## src/pll_ctrl_pkg.sv

```systemverilog
package pll_ctrl_pkg;

	// Clock rate of ref_clk
	localparam int CLK_MHZ = 200;

	// Times in nanoseconds
	localparam int FAULT_TIME_NS  = 1000;
	localparam int PHASE_STEP_NS  = 100;
	localparam int RECONF_TIME_NS = 500;

	// Derived cycle counts
	localparam int FAULT_CYCLES  = (FAULT_TIME_NS * CLK_MHZ) / 1000;
	localparam int PHASE_CYCLES  = (PHASE_STEP_NS * CLK_MHZ + 999) / 1000;
	localparam int RECONF_CYCLES = (RECONF_TIME_NS * CLK_MHZ + 999) / 1000;

	// Reference edges counted before lock is shown
	localparam int GATE_LOCK_EDGES = 16;

	// Counter widths
	localparam int FAULT_CW  = $clog2(FAULT_CYCLES + 1);
	localparam int LOCK_CW   = $clog2(GATE_LOCK_EDGES + 1);
	localparam int PHASE_CW  = $clog2(PHASE_CYCLES + 1);
	localparam int RECONF_CW = $clog2(RECONF_CYCLES + 1);

	// Bit positions in the synchronised pin vector
	localparam int IN_REF0   = 0;
	localparam int IN_REF1   = 1;
	localparam int IN_SCLK   = 2;
	localparam int IN_CRST   = 3;
	localparam int IN_TOGGLE = 4;
	localparam int IN_SEL    = 5;
	localparam int IN_DET    = 6;
	localparam int IN_STEP   = 7;
	localparam int IN_UP     = 8;
	localparam int IN_SGATE  = 9;
	localparam int IN_SDATA  = 10;
	localparam int IN_CUPD   = 11;
	localparam int IN_TGT    = 12;
	localparam int TGT_W     = 3;
	localparam int SYNC_W    = IN_TGT + TGT_W;

	// Phase target encodings; C0..C4 are TGT_C0 upward
	localparam logic [TGT_W-1:0] TGT_ALL = 3'h0;
	localparam logic [TGT_W-1:0] TGT_FB  = 3'h1;
	localparam logic [TGT_W-1:0] TGT_C0  = 3'h2;
	localparam int NUM_CNT = 6;
	localparam int PHASE_W = 5;

	// Scan chain length
	localparam int SCAN_LEN = 32;

	// APB map
	localparam int ADDR_W = 8;
	localparam logic [ADDR_W-1:0] REG_CTRL   = 8'h00;
	localparam logic [ADDR_W-1:0] REG_STATUS = 8'h04;
	localparam logic [ADDR_W-1:0] REG_PHASE  = 8'h08;
	localparam logic [ADDR_W-1:0] REG_CONFIG = 8'h0c;
	localparam int CTRL_AUTO = 0;
	localparam int ST_ACTIVE = 0;
	localparam int ST_FAULT0 = 1;
	localparam int ST_FAULT1 = 2;
	localparam int ST_LOCK   = 3;
	localparam int ST_PDONE  = 4;
	localparam int ST_SCAN   = 5;
	localparam int ST_DET    = 6;

endpackage

```

## src/pll_control_port_logic.sv

```systemverilog
// The APB slave port and the address map were decided locally.
`timescale 1ns/1ps

module pll_control_port_logic
	import pll_ctrl_pkg::*;
(
	input  wire logic               ref_clk,                 // System clock
	input  wire logic               sys_rst,                 // Sync reset, high
	input  wire logic               primaryReferenceClock,   // Reference clock 0
	input  wire logic               secondaryReferenceClock, // Reference clock 1
	input  wire logic               scanClock,               // Serial-chain clock
	input  wire logic               counterReset,            // Counter reset
	input  wire logic               sourceToggle,            // Manual switch
	input  wire logic               clockSelect,             // Initial source
	input  wire logic               detectorEnable,          // Detector enable
	input  wire logic               phaseStep,               // Step request
	input  wire logic               phaseUp,                 // Step direction
	input  wire logic [TGT_W-1:0]   phaseTarget,             // Step target
	input  wire logic               scanClockGate,           // Chain shift gate
	input  wire logic               scanData,                // Chain data in
	input  wire logic               configUpdate,            // Reconfigure
	input  wire logic               psel,                    // APB select
	input  wire logic               penable,                 // APB enable
	input  wire logic               pwrite,                  // APB write
	input  wire logic [ADDR_W-1:0]  paddr,                   // APB address
	input  wire logic [31:0]        pwdata,                  // APB write data
	output logic [31:0]             prdata,                  // APB read data
	output logic                    pready,                  // APB ready
	output logic                    pslverr,                 // APB error
	output logic                    activeSource,            // 0 primary, 1 secondary
	output logic                    primaryFaultFlag,        // Primary stopped
	output logic                    secondaryFaultFlag,      // Secondary stopped
	output logic                    lockIndication,          // Locked
	output logic                    phaseDone,               // Step complete
	output logic                    scanWriteBusy,           // Reconfig running
	output logic                    detectorEnabled          // Detector running
);

	typedef struct packed {
		logic [SYNC_W-1:0]           syncA;
		logic [SYNC_W-1:0]           syncB;
		logic [SYNC_W-1:0]           prev;
		logic [FAULT_CW-1:0]         watch0;
		logic [FAULT_CW-1:0]         watch1;
		logic                        fault0;
		logic                        fault1;
		logic                        active;
		logic                        autoEn;
		logic                        detOn;
		logic [LOCK_CW-1:0]          lockCnt;
		logic                        locked;
		logic [TGT_W-1:0]            target;
		logic                        up;
		logic [PHASE_CW-1:0]         phaseBusy;
		logic                        phaseDone;
		logic [NUM_CNT*PHASE_W-1:0]  offs;
		logic [SCAN_LEN-1:0]         chain;
		logic [SCAN_LEN-1:0]         cfgLive;
		logic [RECONF_CW-1:0]        scanCnt;
		logic                        scanWrite;
		logic                        pready;
		logic                        pslverr;
		logic [31:0]                 prdata;
	} state_t;

	localparam logic [FAULT_CW-1:0]  FAULT_LIMIT = FAULT_CW'(FAULT_CYCLES);
	localparam logic [LOCK_CW-1:0]   LOCK_LIMIT  = LOCK_CW'(GATE_LOCK_EDGES);
	localparam logic [PHASE_CW-1:0]  PHASE_LOAD  = PHASE_CW'(PHASE_CYCLES);
	localparam logic [RECONF_CW-1:0] RECONF_LOAD = RECONF_CW'(RECONF_CYCLES);
	localparam logic [PHASE_W-1:0]   PH_ONE      = 5'h01;
	localparam int PH_WAIT = PHASE_CYCLES;
	localparam int RC_WAIT = RECONF_CYCLES;

	state_t                 st;
	state_t                 next_st;
	logic [SYNC_W-1:0]      pinsRaw;
	logic [SYNC_W-1:0]      rise;
	logic                   ctrRst;
	logic                   scanRise;
	logic                   refRise;
	logic                   activeFault;
	logic                   stepAcc;
	logic                   switchEvt;
	logic [TGT_W-1:0]       tgtNow;
	logic [31:0]            statusWord;

	// Pins gathered for the synchroniser
	assign pinsRaw = {phaseTarget, configUpdate, scanData, scanClockGate, phaseUp,
		phaseStep, detectorEnable, clockSelect, sourceToggle, counterReset,
		scanClock, secondaryReferenceClock, primaryReferenceClock};

	// Edges and qualified events, from the second stage only
	assign rise        = st.syncB & ~st.prev;
	assign ctrRst      = st.syncB[IN_CRST];
	assign scanRise    = rise[IN_SCLK];
	assign tgtNow      = st.syncB[IN_TGT +: TGT_W];
	assign activeFault = st.active ? st.fault1 : st.fault0;
	assign refRise     = st.active ? rise[IN_REF1] : rise[IN_REF0];
	assign stepAcc     = scanRise && st.syncB[IN_STEP] && (st.phaseBusy == '0);
	assign switchEvt   = rise[IN_TOGGLE]
		|| (st.autoEn && !st.active && st.fault0 && !st.fault1);

	// Status word
	always_comb begin
		statusWord = '0;
		statusWord[ST_ACTIVE] = st.active;
		statusWord[ST_FAULT0] = st.fault0;
		statusWord[ST_FAULT1] = st.fault1;
		statusWord[ST_LOCK]   = st.locked;
		statusWord[ST_PDONE]  = st.phaseDone;
		statusWord[ST_SCAN]   = st.scanWrite;
		statusWord[ST_DET]    = st.detOn;
	end

	// Next state
	always_comb begin
		next_st = st;

		// Two-stage synchroniser and edge history
		next_st.syncA = pinsRaw;
		next_st.syncB = st.syncA;
		next_st.prev  = st.syncB;

		// Stopped-clock watchdogs
		if (rise[IN_REF0]) begin
			next_st.watch0 = '0;
			next_st.fault0 = 1'b0;
		end else if (st.watch0 != FAULT_LIMIT) begin
			next_st.watch0 = st.watch0 + 1'b1;
		end else begin
			next_st.fault0 = 1'b1;
		end
		if (rise[IN_REF1]) begin
			next_st.watch1 = '0;
			next_st.fault1 = 1'b0;
		end else if (st.watch1 != FAULT_LIMIT) begin
			next_st.watch1 = st.watch1 + 1'b1;
		end else begin
			next_st.fault1 = 1'b1;
		end

		// Detector enable follows its pin
		next_st.detOn = st.syncB[IN_DET];

		// Source selection and lock gating
		if (ctrRst) begin
			next_st.active  = st.syncB[IN_SEL];
			next_st.lockCnt = '0;
			next_st.locked  = 1'b0;
			next_st.offs    = '0;
		end else if (switchEvt) begin
			// Manual toggle and the automatic path share one source flip
			next_st.active  = !st.active;
			next_st.lockCnt = '0;
			next_st.locked  = 1'b0;
		end else if (activeFault) begin
			next_st.lockCnt = '0;
			next_st.locked  = 1'b0;
		end else if (refRise && st.detOn) begin
			// Gating frozen while the detector is off
			if (st.lockCnt != LOCK_LIMIT) begin
				next_st.lockCnt = st.lockCnt + 1'b1;
			end
			if (st.lockCnt == LOCK_LIMIT - 1'b1) begin
				next_st.locked = 1'b1;
			end
		end

		// Capture target and direction on chain clock rise
		if (scanRise) begin
			next_st.target = tgtNow;
			next_st.up     = st.syncB[IN_UP];
		end

		// Phase step engine
		if (st.phaseBusy != '0) begin
			next_st.phaseBusy = st.phaseBusy - 1'b1;
		end
		if (scanRise) begin
			next_st.phaseDone = 1'b0;
		end
		if (st.phaseBusy == PHASE_CW'(1)) begin
			next_st.phaseDone = 1'b1;
		end
		if (stepAcc && !ctrRst) begin
			next_st.phaseBusy = PHASE_LOAD;
			for (int i = 0; i < NUM_CNT; i++) begin
				if ((tgtNow == TGT_W'(i + 1)) || (tgtNow == TGT_ALL && i != 0)) begin
					if (st.syncB[IN_UP]) begin
						next_st.offs[i*PHASE_W +: PHASE_W] =
							st.offs[i*PHASE_W +: PHASE_W] + PH_ONE;
					end else begin
						next_st.offs[i*PHASE_W +: PHASE_W] =
							st.offs[i*PHASE_W +: PHASE_W] - PH_ONE;
					end
				end
			end
		end

		// Scan chain shift
		if (scanRise && st.syncB[IN_SGATE]) begin
			next_st.chain = {st.chain[SCAN_LEN-2:0], st.syncB[IN_SDATA]};
		end

		// Full reconfiguration
		if (st.scanCnt != '0) begin
			next_st.scanCnt = st.scanCnt - 1'b1;
			if (st.scanCnt == RECONF_CW'(1)) begin
				next_st.scanWrite = 1'b0;
			end
		end else if (rise[IN_CUPD]) begin
			next_st.scanCnt   = RECONF_LOAD;
			next_st.scanWrite = 1'b1;
			next_st.cfgLive   = st.chain;
		end

		// APB slave: one wait-free access phase
		next_st.pready  = psel && !penable && !st.pready;
		next_st.pslverr = 1'b0;
		next_st.prdata  = '0;
		if (psel && !penable) begin
			if (paddr == REG_CTRL) begin
				next_st.prdata[CTRL_AUTO] = st.autoEn;
			end else if (paddr == REG_STATUS) begin
				next_st.prdata = statusWord;
			end else if (paddr == REG_PHASE) begin
				next_st.prdata[NUM_CNT*PHASE_W-1:0] = st.offs;
			end else if (paddr == REG_CONFIG) begin
				next_st.prdata = st.cfgLive;
			end else begin
				next_st.pslverr = 1'b1;
			end
		end
		if (psel && penable && st.pready && pwrite && paddr == REG_CTRL) begin
			next_st.autoEn = pwdata[CTRL_AUTO];
		end
	end

	// State register
	always_ff @(posedge ref_clk) begin
		if (sys_rst) begin
			st <= '0;
		end else begin
			st <= next_st;
		end
	end

	// Outputs straight from flops
	assign prdata             = st.prdata;
	assign pready             = st.pready;
	assign pslverr            = st.pslverr;
	assign activeSource       = st.active;
	assign primaryFaultFlag   = st.fault0;
	assign secondaryFaultFlag = st.fault1;
	assign lockIndication     = st.locked;
	assign phaseDone          = st.phaseDone;
	assign scanWriteBusy      = st.scanWrite;
	assign detectorEnabled    = st.detOn;
endmodule // pll_control_port_logic

```

## config.mk

```make
export PLATFORM = sky130hd
export DESIGN_NAME = pll_control_port_logic
export DESIGN_NICKNAME = d
export VERILOG_FILES = /design/src/pll_ctrl_pkg.sv /design/src/pll_control_port_logic.sv
export SDC_FILE = /design/constraint.sdc
export NUM_CORES = 1
export LEC_CHECK = 0
export BUFFER_PORTS_ARGS = -buffer_cell sky130_fd_sc_hd__buf_4
export CAP_MARGIN = 20
export CORE_ASPECT_RATIO = 1.5
export CORE_UTILIZATION = 45
export DETAILED_ROUTE_END_ITERATION = 16
export PLACE_DENSITY_LB_ADDON = 0.08
export SETUP_SLACK_MARGIN = 0.15
export SYNTH_ARGS = -nofsm -noshare
export SYNTH_HDL_FRONTEND = slang
export SYNTH_SLANG_ARGS = --single-unit
```

## constraint.sdc

```tcl
create_clock -name ref_clk -period 3 [get_ports ref_clk]
set_input_delay 0 -clock ref_clk [delete_from_list [all_inputs] [get_ports ref_clk]]
set_output_delay 0 -clock ref_clk [all_outputs]
set_load 0.05 [all_outputs]
```

# Yosys cells after proc, flatten, opt, wreduce, memory -nomap -nowiden
# Index checks and enable logic that the tools add are counted.
# word_totals
ff_bits	211
latch_bits	0
mem_bits_rw	0
mem_bits_ro	0
in_bits	60
out_inout_bits	41
elab_cells	141
memories	0
# op_classes
n_addsub	17
n_mul	0
n_div	0
magnitude_cmp	0
eq_ne	16
shift	0
mux	30
bitwise	5
n_reduce_logical	47
# ops
operator	n
$mux W30	3
$mux W5	14
$add A5 B1 Y5 const B	7
$sub A5 B1 Y5 const B	7
$mux W32	1
$add A8 B1 Y8 const B	2
$eq A8 B4 Y1 const B	2
$mux W8	2
$ne A8 B8 Y1 const B	2
$logic_and A1 B1 Y1	14
$and A12 B12 Y12	1
$not A12 Y12	1
$eq A3 B3 Y1 const B	3
$mux W1	9
$eq A8 B3 Y1 const B	1
$logic_not A8 Y1	1
$reduce_and A2 Y1	4
$reduce_bool A2 Y1	4
$reduce_or A2 Y1	4
$reduce_or A4 Y1	2
$eq A7 B1 Y1 const B	1
$mux W7	1
$reduce_bool A7 Y1	1
$sub A7 B1 Y7 const B	1
other kinds (15)	27

# Logic depth before layout (Yosys ltp)
# Gate-level depths: netlist of run 1.
# logic_depth
word_depth	7
mapped_depth	8
ltp_nobuf	6

# Worst setup path after synthesis of run 1
# Ideal clock, no wire load.
# synth_timing
path_kind	register to register
start	register st (netlist bit next_st[181])
end	register st[125] in the netlist's numbering
setup_time_ns	0.122
arrival_ns	2.443
required_time_ns	2.878
path_slack_ns	0.435
path_stages_with_launch	8
path_buffers	1
period_less_slack_ns	2.565
cell_sequence	dfxtp_1 inv_1 clkbuf_1 ha_1 a21oi_1 a21oi_1 or2_2 a311o_1
# synth_between
elab_chain_len	3
# synth_lines
element	line	text
start: declaration	pll_control_port_logic.sv:74	state_t st;
start signal: assignment	pll_control_port_logic.sv:244	st <= next_st;
$mux W5	pll_control_port_logic.sv:189	if (st.syncB[IN_UP]) begin
$mux W5	pll_control_port_logic.sv:188	if ((tgtNow == TGT_W'(i + 1)) || (tgtNow == TGT_ALL && i != 0)) begin
$mux W30	pll_control_port_logic.sv:185	if (stepAcc && !ctrRst) begin
# No other way between the ends.
# A chain may end at the register's enable or synchronous reset.

# Final worst setup path of run 1
# layout_timing
start	register st[137] in the netlist's numbering
end	register st[125] in the netlist's numbering
# layout_between
elab_chain_len	4
# layout_lines
element	line	text
$logic_not A5 Y1	pll_control_port_logic.sv:99	assign stepAcc = scanRise && st.syncB[IN_STEP] && (st.phaseBusy == '0);
$logic_and A1 B1 Y1	pll_control_port_logic.sv:99	
$logic_and A1 B1 Y1	pll_control_port_logic.sv:185	
$mux W30	pll_control_port_logic.sv:185	
# No other way between the ends.

==> impl_metrics.ini, run 1 <==
[clocking]
cts_resized = 0
clk_path_buf_depth = 3
htreeDepth = 1
path_clk_slew_ps = 60
cts_buffers = 22
clock_sinks = 204
clock_latency_ps = 500
ctsRootBufferMaster = clkbuf_16
cts_tree = yes

[synthesis]
syn-cell-area_mm2 = 0.00869
yosysSeqAreaShare_pct = 47.0
yosysWarnings = 0
syn-num-nets = 1049
avgSynthCellArea_um2 = 9.13
synth_edf_count = 0
synth_cell_types = 60
synth-seq-cells = 204
synth_cells = 952
synthFlopType = dfxtp_1
async_flop_share_pct = 0

[routing]
drt_iter0_markers = 244
drc = 0
routed_via_density = 5.14
first_pass_iters = 4
num_vias = 6570
routed_wl_mm = 19.0
drtAntennaViolNets = 0
detail_route.wl_per_cell_um = 14.9

[critical_path]
crit_type = reg2reg
startpoint = st[137]
worst-path-max-fanout = 9
worstPathArrival_ps = 2790
ff2ff_setup_slack_ps = 650
r2r_start = st[137]
start_kind = register
crit_path_end_kind = register
r2r-end = st[125]
worstRegToRegCells = 6
worstPathRequired_ps = 3440

[cells_and_area]
num_antenna_cells = 0
fin_util_pct = 55.5
final_common_cell = dfxtp_1
drive_above_1_share_pct = 16.3
final_cell_mix = 204 x dfxtp_1, 158 x nand2_1, 109 x a21oi_1, 82 x buf_4, 60 x nor2_1
fin_nets = 1109
syn_to_final_growth_pct = 19.4
final_cell_area_mm2 = 0.0104

[grt]
grt_max_degree = 43
grtUsageMet2_pct = 37.1
track_usage_pct = 19.8
grt_pass1_vias = 6441
grt_pass1_wl_mm = 31.4
antenna_found_initial = 0
grt_util_met1_pct = 23.3
grt_overflow = 0
grt_util_met3_pct = 2.45
grt.busiest_layer = met2

[flow_run]
cap_viol_max_count = 0

[timing]
slew_headroom_pct = 46.4
fin_crit_ps = 2350
final-hold-violation-count = 0
fin_setup_tns_ps = 0
fin_crit_sh_pct = 78.3
fmax_mhz = 426
timing.hold.ws_ps = 59.7
rsz0062_at_grt = no
setup_viol = 0
tightest_slew_ps = 797
clock_skew_ps = 10.9
drv_slew = 0

[placement]
port_buffers = 69
place_congestion = 0.818
dpl-instance-area_mm2 = 0.00924
dp_hpwl_mm = 12.3

[floorplanning]
fp.dieW_um = 115
die_area_mm2 = 0.0199
io_pins = 101
fp.dieH_um = 172
initial_core_util_pct = 46.5
num_rows = 61
coreArea_mm2 = 0.0187

[worst_hold_path]
min-delay-start = paddr[2]
hold_class = in2reg
hold_end = prdata[3]
hold_depth = 4

[power_and_ir_drop]
powerDensity_mw_per_mm2 = 655
leakagePower_nw = 3.97
max-vdd-ir-drop_mv = 0.477
total_power_w = 0.00680

[status]
outcome = finished, final reports clean
-- worst max path at each step --
stage	endpoint	slack, ps	cells past startpoint
after floorplan	st[125]	440	7
after global placement	st[125]	700	6
after detailed placement	st[116]	650	6
after CTS	st[116]	650	6
after global routing	st[116]	490	6
final	st[125]	650	6
-- flip-flops by register name, summed over array words and instances, names as in the netlist --
signal,flops
prdata,32
scanWriteBusy,1
pready,1
next_st,29
lockIndication,1
activeSource,1
secondaryFaultFlag,1
st,134
phaseDone,1
ctrRst,1
primaryFaultFlag,1
pslverr,1
-- worst max-delay path, stage by stage (launching register included) --
cell     delay (ps)
dfxtp_1         340
inv_1           100
ha_1            200
or4b_4          600
or4_1           670
nor4_4          250
a311o_1         140
-- Yosys cell counts, drive strengths merged, types with 9 or more instances --
master | n | area, um2
and3 | 13 | 81.3
nand2 | 158 | 593
clkbuf | 35 | 131
xor2 | 26 | 228
nand3 | 22 | 110
buf | 45 | 307
ha | 31 | 388
xnor2 | 10 | 87.6
nor2b | 37 | 231
a22o | 23 | 201
nor2 | 61 | 229
inv | 21 | 78.8
o21ai | 10 | 50.1
nor4 | 12 | 169
a21oi | 109 | 546
o211ai | 10 | 75.1
mux2 | 9 | 101
dfxtp | 204 | 4080
-- logic make-up (layout without fill, tap and decap cells) --
kind of cell / count (synthesis) / count (layout) / synth area share [%]
DFF: 204 / 204 / 47.0
AOI/OAI and AO/OA: 180 / 180 / 12.6
muxes: 15 / 15 / 2.00
buffers and inverters: 102 / 177 / 5.99
and+or+nand+nor: 378 / 378 / 22.9
adders and majority gates: 37 / 37 / 5.85
xor gates and xnor gates: 36 / 36 / 3.63
-- area by class of cell --
class / count / area (um2)
Fill cell: 1765 / 8330
Multi-Input combinational cell: 646 / 4100
Clock inverter: 6 / 109
Timing Repair Buffer: 116 / 976
Tap cell: 252 / 315
Clock buffer: 33 / 703
Inverter: 22 / 82.6
Sequential cell: 204 / 4080
-- repair_timing --
action / in CTS / in global routing
hold buffers: 32 / 0
buffers inserted: 0 / 0
hold endpoints to repair: 47 / 0
-- where the power goes --
group,leakage (nW),internal (W),switching (W)
sequential,1.65,0.00283,0.000115
combinational,1.91,0.000397,0.000514
clock,0.404,0.00187,0.00107
-- per-stage QoR --
step | cells | setup WS [ps]
floorplan | 952 | 435
global placement | 1208 | 695
detailed placement | 1208 | 654
CTS | 1279 | 647
global route | 1279 | 487
finish | 1279 | 650
-- layer usage --
metal | up-vias | share of wire [%]
li1 | 3341 | -
met4 | 0 | 1.9
met3 | 28 | 3.1
met5 | - | 0
met1 | 3113 | 44
met2 | 88 | 51
Power figures use the tool's default switching activity.
==> run 2, diff against run 1 <==
- clock period: 3 -> 2.35 ns (I/O delays scaled with it)
==> impl_metrics.ini, run 2 (synthesis gave the netlist of run 1 again) <==
[power_and_ir_drop]
switchingPower_w = 0.00216
powerDensity_mw_per_mm2 = 809
p_clk_share_pct = 40.5
max-vdd-ir-drop_mv = 0.532
pwr-share-seq_pct = 44.7
netSwitchingFraction_pct = 25.8
leakagePower_nw = 3.98
pwr-share-comb_pct = 14.7
cell_internal_pwr_w = 0.00623

[worst_hold_path]
hold_class = in2reg

[critical_path]
worst-path-max-fanout = 10
crit_path_end_kind = register
crit_buf_inv = 2
crit_slowest_cell = or4b_4
crit_type = reg2reg
worstPathRequired_ps = 2770
start_kind = register
path_delay_family = simple AND/OR/NAND/NOR gates
crit_chain = inv_1 > ha_4 > or4b_4 > nor4_4 > buf_6 > mux2_2 > nor2_1
crit_path_max_incr_delay_ps = 550
worstPathArrival_ps = 2530

[timing]
clock_skew_ps = 8.81
final-hold-violation-count = 0
slew_headroom_pct = 53.0
tightest_slew_ps = 700
setup_ws_ps = 236
rsz0062_at_grt = no
fmax_mhz = 473
fin_setup_tns_ps = 0
setup_viol = 0
fin_crit_sh_pct = 90.0
fin_crit_ps = 2110
drv_slew = 0

[grt]
track_usage_pct = 19.1
grt_max_degree = 42
grt_pass1_wl_mm = 30.2
antenna_found_initial = 0
grt_pass1_vias = 6136
grt_overflow = 0

[routing]
detail_route.wl_per_cell_um = 14.6
routed_wl_mm = 18.9
drtAntennaViolNets = 0
first_pass_iters = 4
routed_via_density = 5.13
drt_iter0_markers = 335
drc = 0
num_vias = 6620

[cells_and_area]
drive_above_1_share_pct = 17.9
largest_register_ffs = 134
fin_cells = 1291
num_antenna_cells = 0
final_cell_mix = 204 x dfxtp_1, 158 x nand2_1, 109 x a21oi_1, 102 x buf_4, 60 x nor2_1
multi_input_area_mm2 = 0.00413
fin_nets = 1123
ff_latch_area_mm2 = 0.00408
nFillCells = 1780
top_register = st
syn_to_final_growth_pct = 19.5
final_common_cell = dfxtp_1

[flow_run]
cap_viol_max_count = 0

[floorplanning]
fp.dieW_um = 115
num_rows = 61
die_area_mm2 = 0.0199
coreArea_mm2 = 0.0187
initial_core_util_pct = 46.5
fp.dieH_um = 172
io_pins = 101

[placement]
dp_slack_ps = 60.6
placedCellCount = 1224
port_buffers = 69
dp_hpwl_mm = 12.5
place_congestion = 0.801

[clocking]
ctsRootBufferMaster = clkbuf_16
cts_buffers = 21
clock_sinks = 204
clock_latency_ps = 480
path_clk_slew_ps = 60
htreeDepth = 1
cts_tree = yes
clk_path_buf_depth = 3

[status]
outcome = finished, final reports clean
## run 2: path summary, 6_finish.rpt
kind,start,endpoint,slack (ps),depth (start not counted)
setup / recovery,st[138],st[116],240,7
hold / removal,paddr[6],prdata[0],80,4
setup reg to reg,st[138],st[116],240,7
hold reg to reg,next_st[183],st[74],430,2
## run 2: repair_timing
item                       CTS  global route
setup endpoints to repair    6             4
hold buffers                25             0
resized for setup            2             4
hold endpoints to repair    36             0
setup buffers                0             5
pin swaps                    0             2
cloned                       1             0
## run 2: area by class of cell
class / instances / area share [%]
multi-input combinational: 647 / 39.8
sequential: 204 / 39.3
clock inverter: 9 / 1.24
clock buffer: 27 / 5.57
timing repair buffer: 130 / 10.2
inverter: 22 / 0.796
tap: 252 / 3.04
## run 2: stage by stage
stage | utilization, % | total power [W] | instance area [um2] | hold WS [ps]
after detailed placement | 50.0 | 0.00497 | 9350 | 217
after floorplan | - | 0.00466 | 8690 | 128
after CTS | 55.2 | 0.00845 | 10300 | 47.4
after global routing | 55.5 | 0.00879 | 10400 | 113
final | 55.5 | 0.00839 | 10400 | 75.1
after global placement | 50.0 | 0.00497 | 9350 | 211
## run 2: power by group through the flow
| stage | clock network (W) | registers [W] | logic [W] |
|---|---|---|---|
| 2_1_floorplan | 0 | 0.00381 | 0.000849 |
| 3_3_place_gp | 0 | 0.00382 | 0.00114 |
| 3_5_place_dp | 0 | 0.00382 | 0.00115 |
| 4_1_cts | 0.00349 | 0.00375 | 0.00121 |
| 5_1_grt | 0.00363 | 0.00377 | 0.00138 |
| 6_report | 0.00340 | 0.00375 | 0.00124 |
## run 2: tightest hold or removal path, delay by kind of cell
family	cells	cell delay, ps
buf+inv	1	80
simple gates	3	420
## run 2: routing by layer
layer | vias to the layer above | wire length, um | share of wire [%] | global-route usage [%]
met5 | - | 0 | 0 | 0
met4 | 0 | 261 | 1.4 | 4.74
met3 | 21 | 659 | 3.5 | 2.77
met2 | 95 | 9850 | 52 | 36.0
met1 | 3138 | 8120 | 43 | 22.3
li1 | 3366 | - | - | -
==> run 3, diff against run 2 <==
- RECOVER_POWER: default -> 50
==> impl_metrics.ini, run 3 (synthesis gave the netlist of run 1 again) <==
[status]
outcome = finished, final reports clean

[timing]
fin_setup_tns_ps = 0
fin_crit_sh_pct = 90.0
clock_skew_ps = 9.05
rsz0062_at_grt = no
setup_ws_ps = 234
setup_viol = 0
drv_slew = 0
final-hold-violation-count = 0
fin_crit_ps = 2120
slew_headroom_pct = 18.7
tightest_slew_ps = 1220
fmax_mhz = 473

[cells_and_area]
final_common_cell = dfxtp_1
fin_nets = 1123
largest_register_ffs = 134
syn_to_final_growth_pct = 17.4
fin_util_pct = 54.5
final_cell_mix = 204 x dfxtp_1, 158 x nand2_1, 109 x a21oi_1, 60 x nor2_1, 55 x buf_4
num_antenna_cells = 0
top_register = st
drive_above_1_share_pct = 13.6

[power_and_ir_drop]
leakagePower_nw = 3.79
max-vdd-ir-drop_mv = 0.536
powerDensity_mw_per_mm2 = 821

[grt]
grt_max_degree = 42
grt_overflow = 0
grt_pass1_vias = 6136
antenna_found_initial = 0
grt_pass1_wl_mm = 30.2
track_usage_pct = 19.1

[flow_run]
cap_viol_max_count = 0

[placement]
port_buffers = 69
place_congestion = 0.801
dp_slack_ps = 60.6
dp_hpwl_mm = 12.5

[floorplanning]
fp.dieH_um = 172
io_pins = 101
die_area_mm2 = 0.0199
initial_core_util_pct = 46.5
fp.dieW_um = 115
coreArea_mm2 = 0.0187
num_rows = 61

[routing]
drtAntennaViolNets = 0
drt_iter0_markers = 325
first_pass_iters = 4
routed_via_density = 5.10
drt-met1-wl_mm = 8.07
detail_route.wl_per_cell_um = 14.7
top_layer = met4
routed_wl_mm = 18.9
drc = 0
num_vias = 6584
wl_met2_mm = 9.88
wl_met3_um = 736

[critical_path]
crit_buf_inv = 2
crit_path_end_kind = register
path_delay_family = simple AND/OR/NAND/NOR gates
worstPathArrival_ps = 2540
crit_path_max_incr_delay_ps = 550
crit_chain = inv_1 > ha_4 > or4b_4 > nor4_4 > buf_6 > mux2_2 > nor2_1
worst-path-max-fanout = 10
start_kind = register
crit_type = reg2reg
crit_slowest_cell = or4b_4
worstPathRequired_ps = 2770

[clocking]
clock_sinks = 204
htreeDepth = 1
clk_path_buf_depth = 3
path_clk_slew_ps = 60
ctsRootBufferMaster = clkbuf_16
clock_latency_ps = 480
cts_buffers = 21
cts_tree = yes

[worst_hold_path]
hold_class = in2reg
==> run 3: power by group <==
| group | total (W) | switching (W) | internal (W) |
|---|---|---|---|
| clock | 0.00341 | 0.00134 | 0.00207 |
| sequential | 0.00375 | 0.000148 | 0.00361 |
| combinational | 0.00121 | 0.000677 | 0.000533 |
==> run 3: worst min-delay path, stage by stage <==
cell	delay, ps
buf_4	80
nor4_2	40
nand2_1	250
nor3b_1	100
==> run 3: per-layer routing <==
layer	global-route usage (%)	vias up
li1	-	3363
met1	22.3	3107
met2	36.0	93
met3	2.77	21
met4	4.74	0
met5	0	-
==> run 3: final timing paths <==
kind,from,slack (ps),end,cells past startpoint
hold / removal,paddr[6],40,prdata[0],4
hold reg to reg,next_st[183],430,st[74],2
setup reg to reg,st[138],230,st[116],7
setup / recovery,st[138],230,st[116],7
==> run 3: cell type report <==
type	count	area (um2)
inverters	22	82.6
well taps	252	315
clock buffers	27	578
fillers	1829	8500
clock inverters	9	129
repair buffers	130	892
flip-flops and latches	204	4080
multi-input cells	647	4120
==> run 3: per-stage QoR <==
stage	power [W]	hold WS, ps	std cells	cell area, um2
finish	0.00837	35.2	1291	10200
global route	0.00876	73.9	1291	10200
CTS	0.00845	47.4	1286	10300
detailed placement	0.00497	217	1224	9350
global placement	0.00497	211	1224	9350
floorplan	0.00466	128	952	8690
==> run 3: repair_timing <==
| item | CTS | global route |
|---|---|---|
| endpoints found under the hold margin | 36 | 0 |
| buffers inserted | 0 | 5 |
| hold buffers | 25 | 0 |
| cloned | 1 | 0 |
| gates resized for setup | 2 | 4 |
| pin swaps | 0 | 2 |
| setup endpoints to repair | 6 | 4 |
